[config.mk]
export PLATFORM = sky130hd
export DESIGN_NAME = uvpa_host
export DESIGN_NICKNAME = d
export VERILOG_FILES = /design/src/hdl/uvpa_pkg.sv /design/src/hdl/uvpa_sync.sv /design/src/hdl/uvpa_host.sv
export SDC_FILE = /design/constraint.sdc
export NUM_CORES = 1
export LEC_CHECK = 0
export CAP_MARGIN = 0
export CORE_MARGIN = 3
export CORE_UTILIZATION = 51
export DETAILED_ROUTE_END_ITERATION = 7
export DONT_BUFFER_PORTS = 1
export GPL_TIMING_DRIVEN = 0
export MAX_ROUTING_LAYER = met4
export PLACE_DENSITY = 0.7
export SKIP_LAST_GASP = 1
export SYNTH_ARGS = -nofsm -noshare
export SYNTH_HDL_FRONTEND = slang
export SYNTH_HIERARCHICAL = 1
export SYNTH_SLANG_ARGS = --single-unit
export TNS_END_PERCENT = 20
[constraint.sdc]
create_clock -name clock -period 4 [get_ports clock]
set_clock_uncertainty 0.2 [all_clocks]
set_input_delay 0 -clock clock [delete_from_list [all_inputs] [get_ports clock]]
set_output_delay 0 -clock clock [all_outputs]
set_load 0.05 [all_outputs]
[src/hdl/uvpa_pkg.sv]
package uvpa_pkg;
  // programming pulse figures
  localparam int CLOCK_HZ = 10_000_000;
  localparam int PULSE_US = 1000;
  localparam int PULSE_MIN_US = 950;
  localparam int PULSE_MAX_US = 1050;
  localparam int PULSE_CYCLES = PULSE_US * (CLOCK_HZ / 1_000_000);
  localparam int OVER_FACTOR = 4;
  localparam int MAX_PULSES = 15;
  localparam int CONV_PULSE_US = 50_000;
  localparam int CONV_PULSE_CYCLES = CONV_PULSE_US * (CLOCK_HZ / 1_000_000);
  // pin set-up gaps
  localparam int SETUP_US = 2;
  localparam int SETUP_CYCLES = SETUP_US * (CLOCK_HZ / 1_000_000);
  localparam int ACCESS_NS = 500;
  localparam int ACCESS_CYCLES = (ACCESS_NS * (CLOCK_HZ / 1_000_000) + 999) / 1000;
  localparam int ID_ADDR_BIT = 9;
  localparam logic [7:0] ERASED_BYTE = 8'hff;

  typedef enum logic [2:0] {
    UVPA_CMD_READ = 3'h0,
    UVPA_CMD_PROGRAM = 3'h1,
    UVPA_CMD_IDENT = 3'h2,
    UVPA_CMD_BLANK = 3'h3
  } uvpa_cmd_e;

  typedef enum logic [1:0] {
    UVPA_OK = 2'h0,
    UVPA_FAIL_VERIFY = 2'h1,
    UVPA_FAIL_IDENT = 2'h2
  } uvpa_status_e;

  function automatic logic odd_parity_ok(input logic [7:0] b);
    return ^b;
  endfunction
endpackage

[src/hdl/uvpa_sync.sv]
`timescale 1ns/1ps
module uvpa_sync #(
  parameter int WIDTH = 8
) (
  input wire logic clock,
  input wire logic reset,
  input wire logic [WIDTH-1:0] din,
  output logic [WIDTH-1:0] dout
);
  logic [WIDTH-1:0] stage1;
  logic [WIDTH-1:0] stage2;
  logic [WIDTH-1:0] stage3;
  logic [WIDTH-1:0] next_dout;

  always_comb begin
    next_dout = dout;
    for (int i = 0; i < WIDTH; i++) begin
      if (stage2[i] == stage3[i]) begin
        next_dout[i] = stage3[i];
      end
    end
  end

  always_ff @(posedge clock or posedge reset) begin
    if (reset) begin
      stage1 <= '0;
      stage2 <= '0;
      stage3 <= '0;
      dout <= '0;
    end else begin
      stage1 <= din;
      stage2 <= stage1;
      stage3 <= stage2;
      dout <= next_dout;
    end
  end
endmodule

[src/hdl/uvpa_host.sv]
`timescale 1ns/1ps
// Summary of operation
// - programming raises the programming supply and pulls the strobe low
// - read: chip enable low, output enable low, strobe high, normal supply
// - program: ce low, oe high, strobe low, supply high, host drives data
// - verify: ce low, oe low, strobe high, supply high, device drives byte
// - ident: address nine at id voltage, ce oe low, address zero low for maker and high for product, other addresses low
// - compare ident bytes with expected part before programming; host compares only in the ident command, programming does not wait on it
// - fast method: one-millisecond pulses, verify after each
// - each initial pulse lasts within one millisecond plus or minus five percent
// - after verify, overprogram pulse of four times the pulses used
// - at most fifteen pulses per byte, then report failure
// - overprogram length scales with the iteration counter
// - after programming, final read-back at normal supply levels
// - alternative: one fifty millisecond pulse per byte, no overprogram
module uvpa_host
  import uvpa_pkg::*;
#(
  parameter int ADDR_WIDTH = 14,
  parameter int PULSE_LEN = PULSE_CYCLES,
  parameter int CONV_LEN = CONV_PULSE_CYCLES,
  parameter logic [7:0] EXPECT_MAKER = 8'ha4, // arbitrary value, odd parity
  parameter logic [7:0] EXPECT_PRODUCT = 8'hb3 // arbitrary value, odd parity
) (
  input wire logic clock,
  input wire logic reset,
  input wire logic cmd_valid,
  input wire uvpa_pkg::uvpa_cmd_e cmd,
  input wire logic cmd_conventional,
  input wire logic [ADDR_WIDTH-1:0] cmd_addr,
  input wire logic [7:0] cmd_data,
  output logic cmd_ready,
  output logic done,
  output logic [7:0] rdata,
  output uvpa_pkg::uvpa_status_e status,
  output logic [ADDR_WIDTH-1:0] addr,
  output logic id_voltage,
  output logic chip_enable_n,
  output logic output_enable_n,
  output logic program_strobe_n,
  output logic programming_supply,
  output logic [7:0] data_out,
  output logic data_oe,
  input wire logic [7:0] data_in
);
  import uvpa_pkg::*;

  typedef enum logic [7:0] {
    S_IDLE = 8'h01,
    S_SETUP = 8'h02,
    S_PULSE = 8'h04,
    S_GAP = 8'h08,
    S_SAMPLE = 8'h10,
    S_OVER = 8'h20,
    S_FINAL = 8'h40,
    S_DONE = 8'h80
  } uvpa_state_e;

  localparam int CW = 32;

  logic [7:0] din;
  uvpa_sync #(.WIDTH(8)) u_sync (
    .clock(clock),
    .reset(reset),
    .din(data_in),
    .dout(din)
  );

  uvpa_state_e state, next_state;
  logic [CW-1:0] count, next_count;
  logic [3:0] iter, next_iter;
  logic [1:0] phase, next_phase;
  uvpa_cmd_e op, next_op;
  logic conv, next_conv;
  logic [7:0] wbyte, next_wbyte;
  logic [7:0] maker, next_maker;
  logic next_cmd_ready, next_done, next_id_voltage, next_ce_n, next_oe_n;
  logic next_pgm_n, next_vpp, next_data_oe;
  logic [7:0] next_rdata;
  uvpa_status_e next_status;
  logic [ADDR_WIDTH-1:0] next_addr;
  logic [7:0] next_data_out;

  function automatic logic [CW-1:0] over_len(input logic [3:0] n);
    return CW'(OVER_FACTOR) * CW'(PULSE_LEN) * CW'(n);
  endfunction

  always_comb begin
    next_state = state;
    next_count = count;
    next_iter = iter;
    next_phase = phase;
    next_op = op;
    next_conv = conv;
    next_wbyte = wbyte;
    next_maker = maker;
    next_cmd_ready = 1'b0;
    next_done = 1'b0;
    next_rdata = rdata;
    next_status = status;
    next_addr = addr;
    next_id_voltage = id_voltage;
    next_ce_n = chip_enable_n;
    next_oe_n = output_enable_n;
    next_pgm_n = 1'b1;
    next_vpp = programming_supply;
    next_data_out = data_out;
    next_data_oe = data_oe;
    case (state)
      S_IDLE: begin
        next_cmd_ready = 1'b1;
        next_ce_n = 1'b1;
        next_oe_n = 1'b1;
        next_vpp = 1'b0;
        next_id_voltage = 1'b0;
        next_data_oe = 1'b0;
        if (cmd_valid && cmd_ready) begin
          next_cmd_ready = 1'b0;
          next_op = cmd;
          next_conv = cmd_conventional;
          next_wbyte = cmd_data;
          next_iter = 4'h0;
          next_phase = 2'h0;
          next_count = CW'(SETUP_CYCLES);
          next_state = S_SETUP;
          next_ce_n = 1'b0;
          if (cmd == UVPA_CMD_PROGRAM) begin
            next_addr = cmd_addr;
            next_vpp = 1'b1;
            next_data_out = cmd_data;
            next_data_oe = 1'b1;
          end else if (cmd == UVPA_CMD_IDENT) begin
            next_addr = '0;
            next_id_voltage = 1'b1;
            next_oe_n = 1'b0;
          end else begin
            next_addr = cmd_addr;
            next_oe_n = 1'b0;
          end
        end
      end
      S_SETUP: begin
        if (count > CW'(1)) begin
          next_count = count - CW'(1);
        end else if (op == UVPA_CMD_PROGRAM) begin
          next_pgm_n = 1'b0;
          next_count = conv ? CW'(CONV_LEN) : CW'(PULSE_LEN);
          next_iter = iter + 4'h1;
          next_state = S_PULSE;
        end else begin
          next_count = CW'(ACCESS_CYCLES);
          next_state = S_SAMPLE;
        end
      end
      S_PULSE: begin
        next_pgm_n = 1'b0;
        if (count > CW'(1)) begin
          next_count = count - CW'(1);
        end else begin
          next_pgm_n = 1'b1;
          next_data_oe = 1'b0;
          next_count = CW'(SETUP_CYCLES);
          next_state = S_GAP;
        end
      end
      S_GAP: begin
        if (count > CW'(1)) begin
          next_count = count - CW'(1);
        end else if (phase == 2'h1) begin
          next_state = S_FINAL;
          next_vpp = 1'b0;
          next_count = CW'(SETUP_CYCLES);
        end else begin
          next_oe_n = 1'b0;
          next_count = CW'(ACCESS_CYCLES);
          next_state = S_SAMPLE;
        end
      end
      S_SAMPLE: begin
        if (count > CW'(1)) begin
          next_count = count - CW'(1);
        end else begin
          next_rdata = din;
          next_status = UVPA_OK;
          next_state = S_DONE;
          if (op == UVPA_CMD_BLANK && din != ERASED_BYTE) begin
            next_status = UVPA_FAIL_VERIFY;
          end else if (op == UVPA_CMD_IDENT && phase == 2'h0) begin
            next_maker = din;
            next_addr = ADDR_WIDTH'(1);
            next_count = CW'(ACCESS_CYCLES);
            next_phase = 2'h1;
            next_state = S_SAMPLE;
          end else if (op == UVPA_CMD_IDENT) begin
            if (maker != EXPECT_MAKER || din != EXPECT_PRODUCT ||
                !odd_parity_ok(maker) || !odd_parity_ok(din)) begin
              next_status = UVPA_FAIL_IDENT;
            end
          end else if (op == UVPA_CMD_PROGRAM && phase == 2'h2) begin
            if (din != wbyte) begin
              next_status = UVPA_FAIL_VERIFY;
            end
          end else if (op == UVPA_CMD_PROGRAM) begin
            next_oe_n = 1'b1;
            if (din == wbyte) begin
              if (conv) begin
                next_state = S_GAP;
                next_phase = 2'h1;
                next_count = CW'(1);
              end else begin
                next_pgm_n = 1'b0;
                next_data_oe = 1'b1;
                next_count = over_len(iter);
                next_state = S_OVER;
              end
            end else if (conv || iter == 4'(MAX_PULSES)) begin
              next_status = UVPA_FAIL_VERIFY;
              next_vpp = 1'b0;
            end else begin
              next_data_oe = 1'b1;
              next_pgm_n = 1'b0;
              next_iter = iter + 4'h1;
              next_count = CW'(PULSE_LEN);
              next_state = S_PULSE;
            end
          end
        end
      end
      S_OVER: begin
        next_pgm_n = 1'b0;
        next_data_oe = 1'b1;
        if (count > CW'(1)) begin
          next_count = count - CW'(1);
        end else begin
          next_pgm_n = 1'b1;
          next_data_oe = 1'b0;
          next_phase = 2'h1;
          next_count = CW'(SETUP_CYCLES);
          next_state = S_GAP;
        end
      end
      S_FINAL: begin
        if (count > CW'(1)) begin
          next_count = count - CW'(1);
        end else begin
          next_oe_n = 1'b0;
          next_phase = 2'h2;
          next_count = CW'(ACCESS_CYCLES);
          next_state = S_SAMPLE;
        end
      end
      S_DONE: begin
        next_done = 1'b1;
        next_ce_n = 1'b1;
        next_oe_n = 1'b1;
        next_vpp = 1'b0;
        next_id_voltage = 1'b0;
        next_data_oe = 1'b0;
        next_state = S_IDLE;
      end
      default: begin
        next_state = S_IDLE;
      end
    endcase
  end

  always_ff @(posedge clock or posedge reset) begin
    if (reset) begin
      state <= S_IDLE;
      count <= '0;
      iter <= 4'h0;
      phase <= 2'h0;
      op <= UVPA_CMD_READ;
      conv <= 1'b0;
      wbyte <= 8'h00;
      maker <= 8'h00;
      cmd_ready <= 1'b0;
      done <= 1'b0;
      rdata <= 8'h00;
      status <= UVPA_OK;
      addr <= '0;
      id_voltage <= 1'b0;
      chip_enable_n <= 1'b1;
      output_enable_n <= 1'b1;
      program_strobe_n <= 1'b1;
      programming_supply <= 1'b0;
      data_out <= 8'h00;
      data_oe <= 1'b0;
    end else begin
      state <= next_state;
      count <= next_count;
      iter <= next_iter;
      phase <= next_phase;
      op <= next_op;
      conv <= next_conv;
      wbyte <= next_wbyte;
      maker <= next_maker;
      cmd_ready <= next_cmd_ready;
      done <= next_done;
      rdata <= next_rdata;
      status <= next_status;
      addr <= next_addr;
      id_voltage <= next_id_voltage;
      chip_enable_n <= next_ce_n;
      output_enable_n <= next_oe_n;
      program_strobe_n <= next_pgm_n;
      programming_supply <= next_vpp;
      data_out <= next_data_out;
      data_oe <= next_data_oe;
    end
  end
endmodule

==> reports/summary.txt <==
share of power burned in the clock network -> 23.7%
CTS Buffer Depth -> 2
power density over cell area -> 808 mW/mm^2
first-pass GRT wire length -> 33300 um
Worst Tran Pin Value -> 1.15 ns
reported max-cap violation count -> 0
dominant cells by area after synthesis -> sky130_fd_sc_hd__dfrtp_1, sky130_fd_sc_hd__nand2_1, sky130_fd_sc_hd__o21ai_0, sky130_fd_sc_hd__ha_1, sky130_fd_sc_hd__mux2_2
number of antenna-violating nets in the routed design -> 0
number of H-tree branching levels -> 4
FF-to-FF Start -> state[1]$_DFFE_PP0P_
result of the run -> finished clean
most instantiated library cell after synthesis -> sky130_fd_sc_hd__dfrtp_1
number of antenna violations at the first check in global routing -> 0
cell-internal power -> 0.00374 W
Seq pwr share -> 36.5%
die height -> 124 um
setup slack of the critical path after layout -> 0.0924 ns
reg2reg path depth -> 7
critical path data required time -> 4.18 ns
number of design rule violations left after detail routing -> 0
Seq cells post-synth -> 138
overall power after layout -> 0.00701 W
total iterations of the first detailed-routing run -> 6
last weighted congestion value of the routability-driven placer -> 0.930
number of cells produced by synthesis -> 731
Worst slew margin -> 23.3%
final non-filler cell total -> 1006
area fraction of the dominant cell type after synthesis -> 47.0%
worst setup slack after placement -> 0.301 ns
total number of vias -> 6172
highest ir drop seen on vdd -> 0.000460 V
arrival time of the worst setup path -> 4.09 ns
most used standard cells in the synthesized netlist -> sky130_fd_sc_hd__dfrtp_1, sky130_fd_sc_hd__nand2_1, sky130_fd_sc_hd__o21ai_0
proportion of layout cells with a drive suffix above 1 -> 13.3%
class of the worst hold path -> in -> async
I/O pin count -> 77
Final setup violation count -> 0
Switching Power -> 0.00327 W
number of warnings issued by yosys -> 6
total track usage -> 27.6%
GRT overflow -> 0
P&R area growth vs syn -> 21.5%
sequential-to-total area share from yosys stat -> 48.4%
kind of start point of the critical path -> flip-flop
f_max -> 256 MHz
fin crit period -> 3.91 ns
top flip-flop cell by instance count after synthesis -> sky130_fd_sc_hd__dfrtp_1
Post-synth EDFFs -> 0
number of rows in the core area -> 42
area of the die -> 0.0155 mm^2
RSZ-0062 raised after global routing -> true
synthesized area per cell -> 9.76 um^2
syn nets -> 796
critical setup path kind -> reg -> reg
core box area -> 0.0135 mm^2
combinational share of power -> 39.8%
initial drt markers -> 602
number of buffers inserted during clock tree synthesis -> 17
maximum number of pins on one net before global-route repair -> 68
largest area contributor in the synthesized netlist -> sky130_fd_sc_hd__dfrtp_1
number of global-route vias before repair -> 6236
vias per inst -> 6.14
P_leak -> 3.96 nW
overall routed net length -> 20400 um
count of input and output buffers -> 0
CP Max Fanout -> 10
cell total after placement -> 908
initial core utilization -> 53.1%
number of pins exceeding their max-slew limit in the final report -> 0
Root Buffer Master -> sky130_fd_sc_hd__clkbuf_16
async set-or-reset flop fraction in the synthesized netlist -> 100%
Clk Latency, worst-skew pair -> 0.44 ns
setup slack of the worst register-to-register path -> 0.09 ns
period utilisation layout -> 97.7%
number of different library cells in the post-synthesis netlist -> 70
chip width -> 124 um
Antenna diodes -> 0
Clock Pin Slew Worst Setup and Hold Paths -> 0.07 ns
endpoint of the worst-slack reg-to-reg timing path -> wbyte[5]$_DFFE_PP0P_
share of total power consumed by net switching -> 46.7%
Cell Area, Synth -> 0.00714 mm^2
average routed wire per standard cell -> 20.3 um
number of nets at the end of the flow -> 882
clock tree from TritonCTS -> yes
dpl hpwl -> 13100 um
endpoints failing hold -> 0
total clock sinks -> 138
kind of end point of the critical path -> flip-flop
worst max-delay path by stage:
stage,from,endpoint,slack (ns),cells after the start
final,state[1]$_DFFE_PP0P_,wbyte[5]$_DFFE_PP0P_,0.09,7
after global routing,state[1]$_DFFE_PP0P_,wbyte[5]$_DFFE_PP0P_,-0.03,7
after CTS,count[17]$_DFFE_PP0P_,addr[3]$_DFFE_PP0P_,0.05,10
after detailed placement,count[0]$_DFFE_PP0P_,count[30]$_DFFE_PP0P_,0.30,9
after global placement,reset,cmd_ready$_DFF_PP0_,-0.1,1
after floorplan,reset,addr[0]$_DFFE_PP0P_,1.02,1
power groups by stage:
stage | clock network, W | registers, W | logic, W
after floorplan | 0 | 0.00246 | 0.00188
final | 0.00166 | 0.00256 | 0.00279
after detailed placement | 0 | 0.00257 | 0.00246
after global routing | 0.00173 | 0.00260 | 0.00306
after global placement | 0 | 0.00255 | 0.00239
after CTS | 0.00166 | 0.00255 | 0.00267
layer usage:
| metal | global-route usage [%] | up-vias | routed length, um |
|---|---|---|---|
| li1 | - | 2799 | - |
| met1 | 35.7 | 3064 | 8480 |
| met2 | 43.6 | 269 | 10000 |
| met3 | 6.17 | 40 | 1480 |
| met4 | 9.03 | 0 | 409 |
| met5 | - | - | 0 |
kinds of logic after synthesis:
group | share of synthesized area, %
simple gates | 19.3
compound gates | 15.9
flops | 48.4
buf+inv | 3.68
fa+ha+maj | 6.49
mux | 3.75
xor+xnor | 2.45
stage by stage:
step	hold WS, ns	setup TNS (ns)	utilization, %	cell area, um^2
after floorplan	-0.169	0	-	7140
after global placement	-0.169	-9.29	54.7	7360
after detailed placement	-0.169	0	54.9	7380
after CTS	0.0368	0	64.2	8640
after global routing	0.0540	-0.0683	64.5	8680
final	0.0430	0	64.5	8680
cells in the final DEF, fill, tap and decap left out, types with 8 or more instances in the layout:
cell type | Yosys | routed
sky130_fd_sc_hd__maj3_2 | 8 | 8
sky130_fd_sc_hd__nor2_1 | 61 | 61
sky130_fd_sc_hd__a21oi_1 | 37 | 37
sky130_fd_sc_hd__o21ai_1 | 11 | 11
sky130_fd_sc_hd__nand3_1 | 19 | 19
sky130_fd_sc_hd__nor3_1 | 18 | 18
sky130_fd_sc_hd__xor2_1 | 12 | 12
sky130_fd_sc_hd__mux2_2 | 22 | 22
sky130_fd_sc_hd__xnor2_1 | 8 | 8
sky130_fd_sc_hd__dfrtp_1 | 134 | 134
sky130_fd_sc_hd__nand2_1 | 97 | 97
sky130_fd_sc_hd__dlygate4sd3_1 | 0 | 63
sky130_fd_sc_hd__buf_2 | 9 | 9
sky130_fd_sc_hd__a31oi_1 | 10 | 10
sky130_fd_sc_hd__or3_1 | 9 | 9
sky130_fd_sc_hd__clkbuf_16 | 0 | 17
sky130_fd_sc_hd__ha_1 | 25 | 25
sky130_fd_sc_hd__clkbuf_1 | 12 | 12
sky130_fd_sc_hd__nor4_1 | 16 | 14
sky130_fd_sc_hd__inv_1 | 32 | 31
sky130_fd_sc_hd__o21ai_0 | 67 | 67
repair_timing:
item                       in CTS  in global routing
hold endpoints to repair      188                  0
setup buffers                   0                  3
hold buffers                   63                  0
setup endpoints to repair       0                 10
resized for setup               0                  3
registers in the layout, summed over array words and instances, names as in the netlist:
signal	count
count	32
addr	14
data_out	8
maker	8
rdata	8
state	8
u_sync/dout	8
u_sync/stage1	8
u_sync/stage2	8
u_sync/stage3	8
wbyte	8
iter	4
op	3
phase	2
status	2
chip_enable_n	1
cmd_ready	1
conv	1
data_oe	1
done	1
id_voltage	1
output_enable_n	1
program_strobe_n	1
programming_supply	1
critical path, cell delays in order, from the launching register on:
cell and delay, ns:
sky130_fd_sc_hd__dfrtp_1 0.44, sky130_fd_sc_hd__nor4_1 0.63, sky130_fd_sc_hd__nand4b_1 0.48, sky130_fd_sc_hd__nor2_1 0.83, sky130_fd_sc_hd__clkbuf_1 0.46, sky130_fd_sc_hd__nand2_1 0.17, sky130_fd_sc_hd__nand2_1 0.09, sky130_fd_sc_hd__dlygate4sd3_1 0.54
final cells by class:
class | instances | area [um^2]
fillers | 1072 | 4780
flip-flops and latches | 138 | 3460
repair buffers | 67 | 673
well taps | 176 | 220
clock inverters | 15 | 199
plain buffers | 26 | 143
inverters | 32 | 123
clock buffers | 17 | 425
multi-input cells | 535 | 3430
Note: power is estimated with default switching activity, not from simulation.
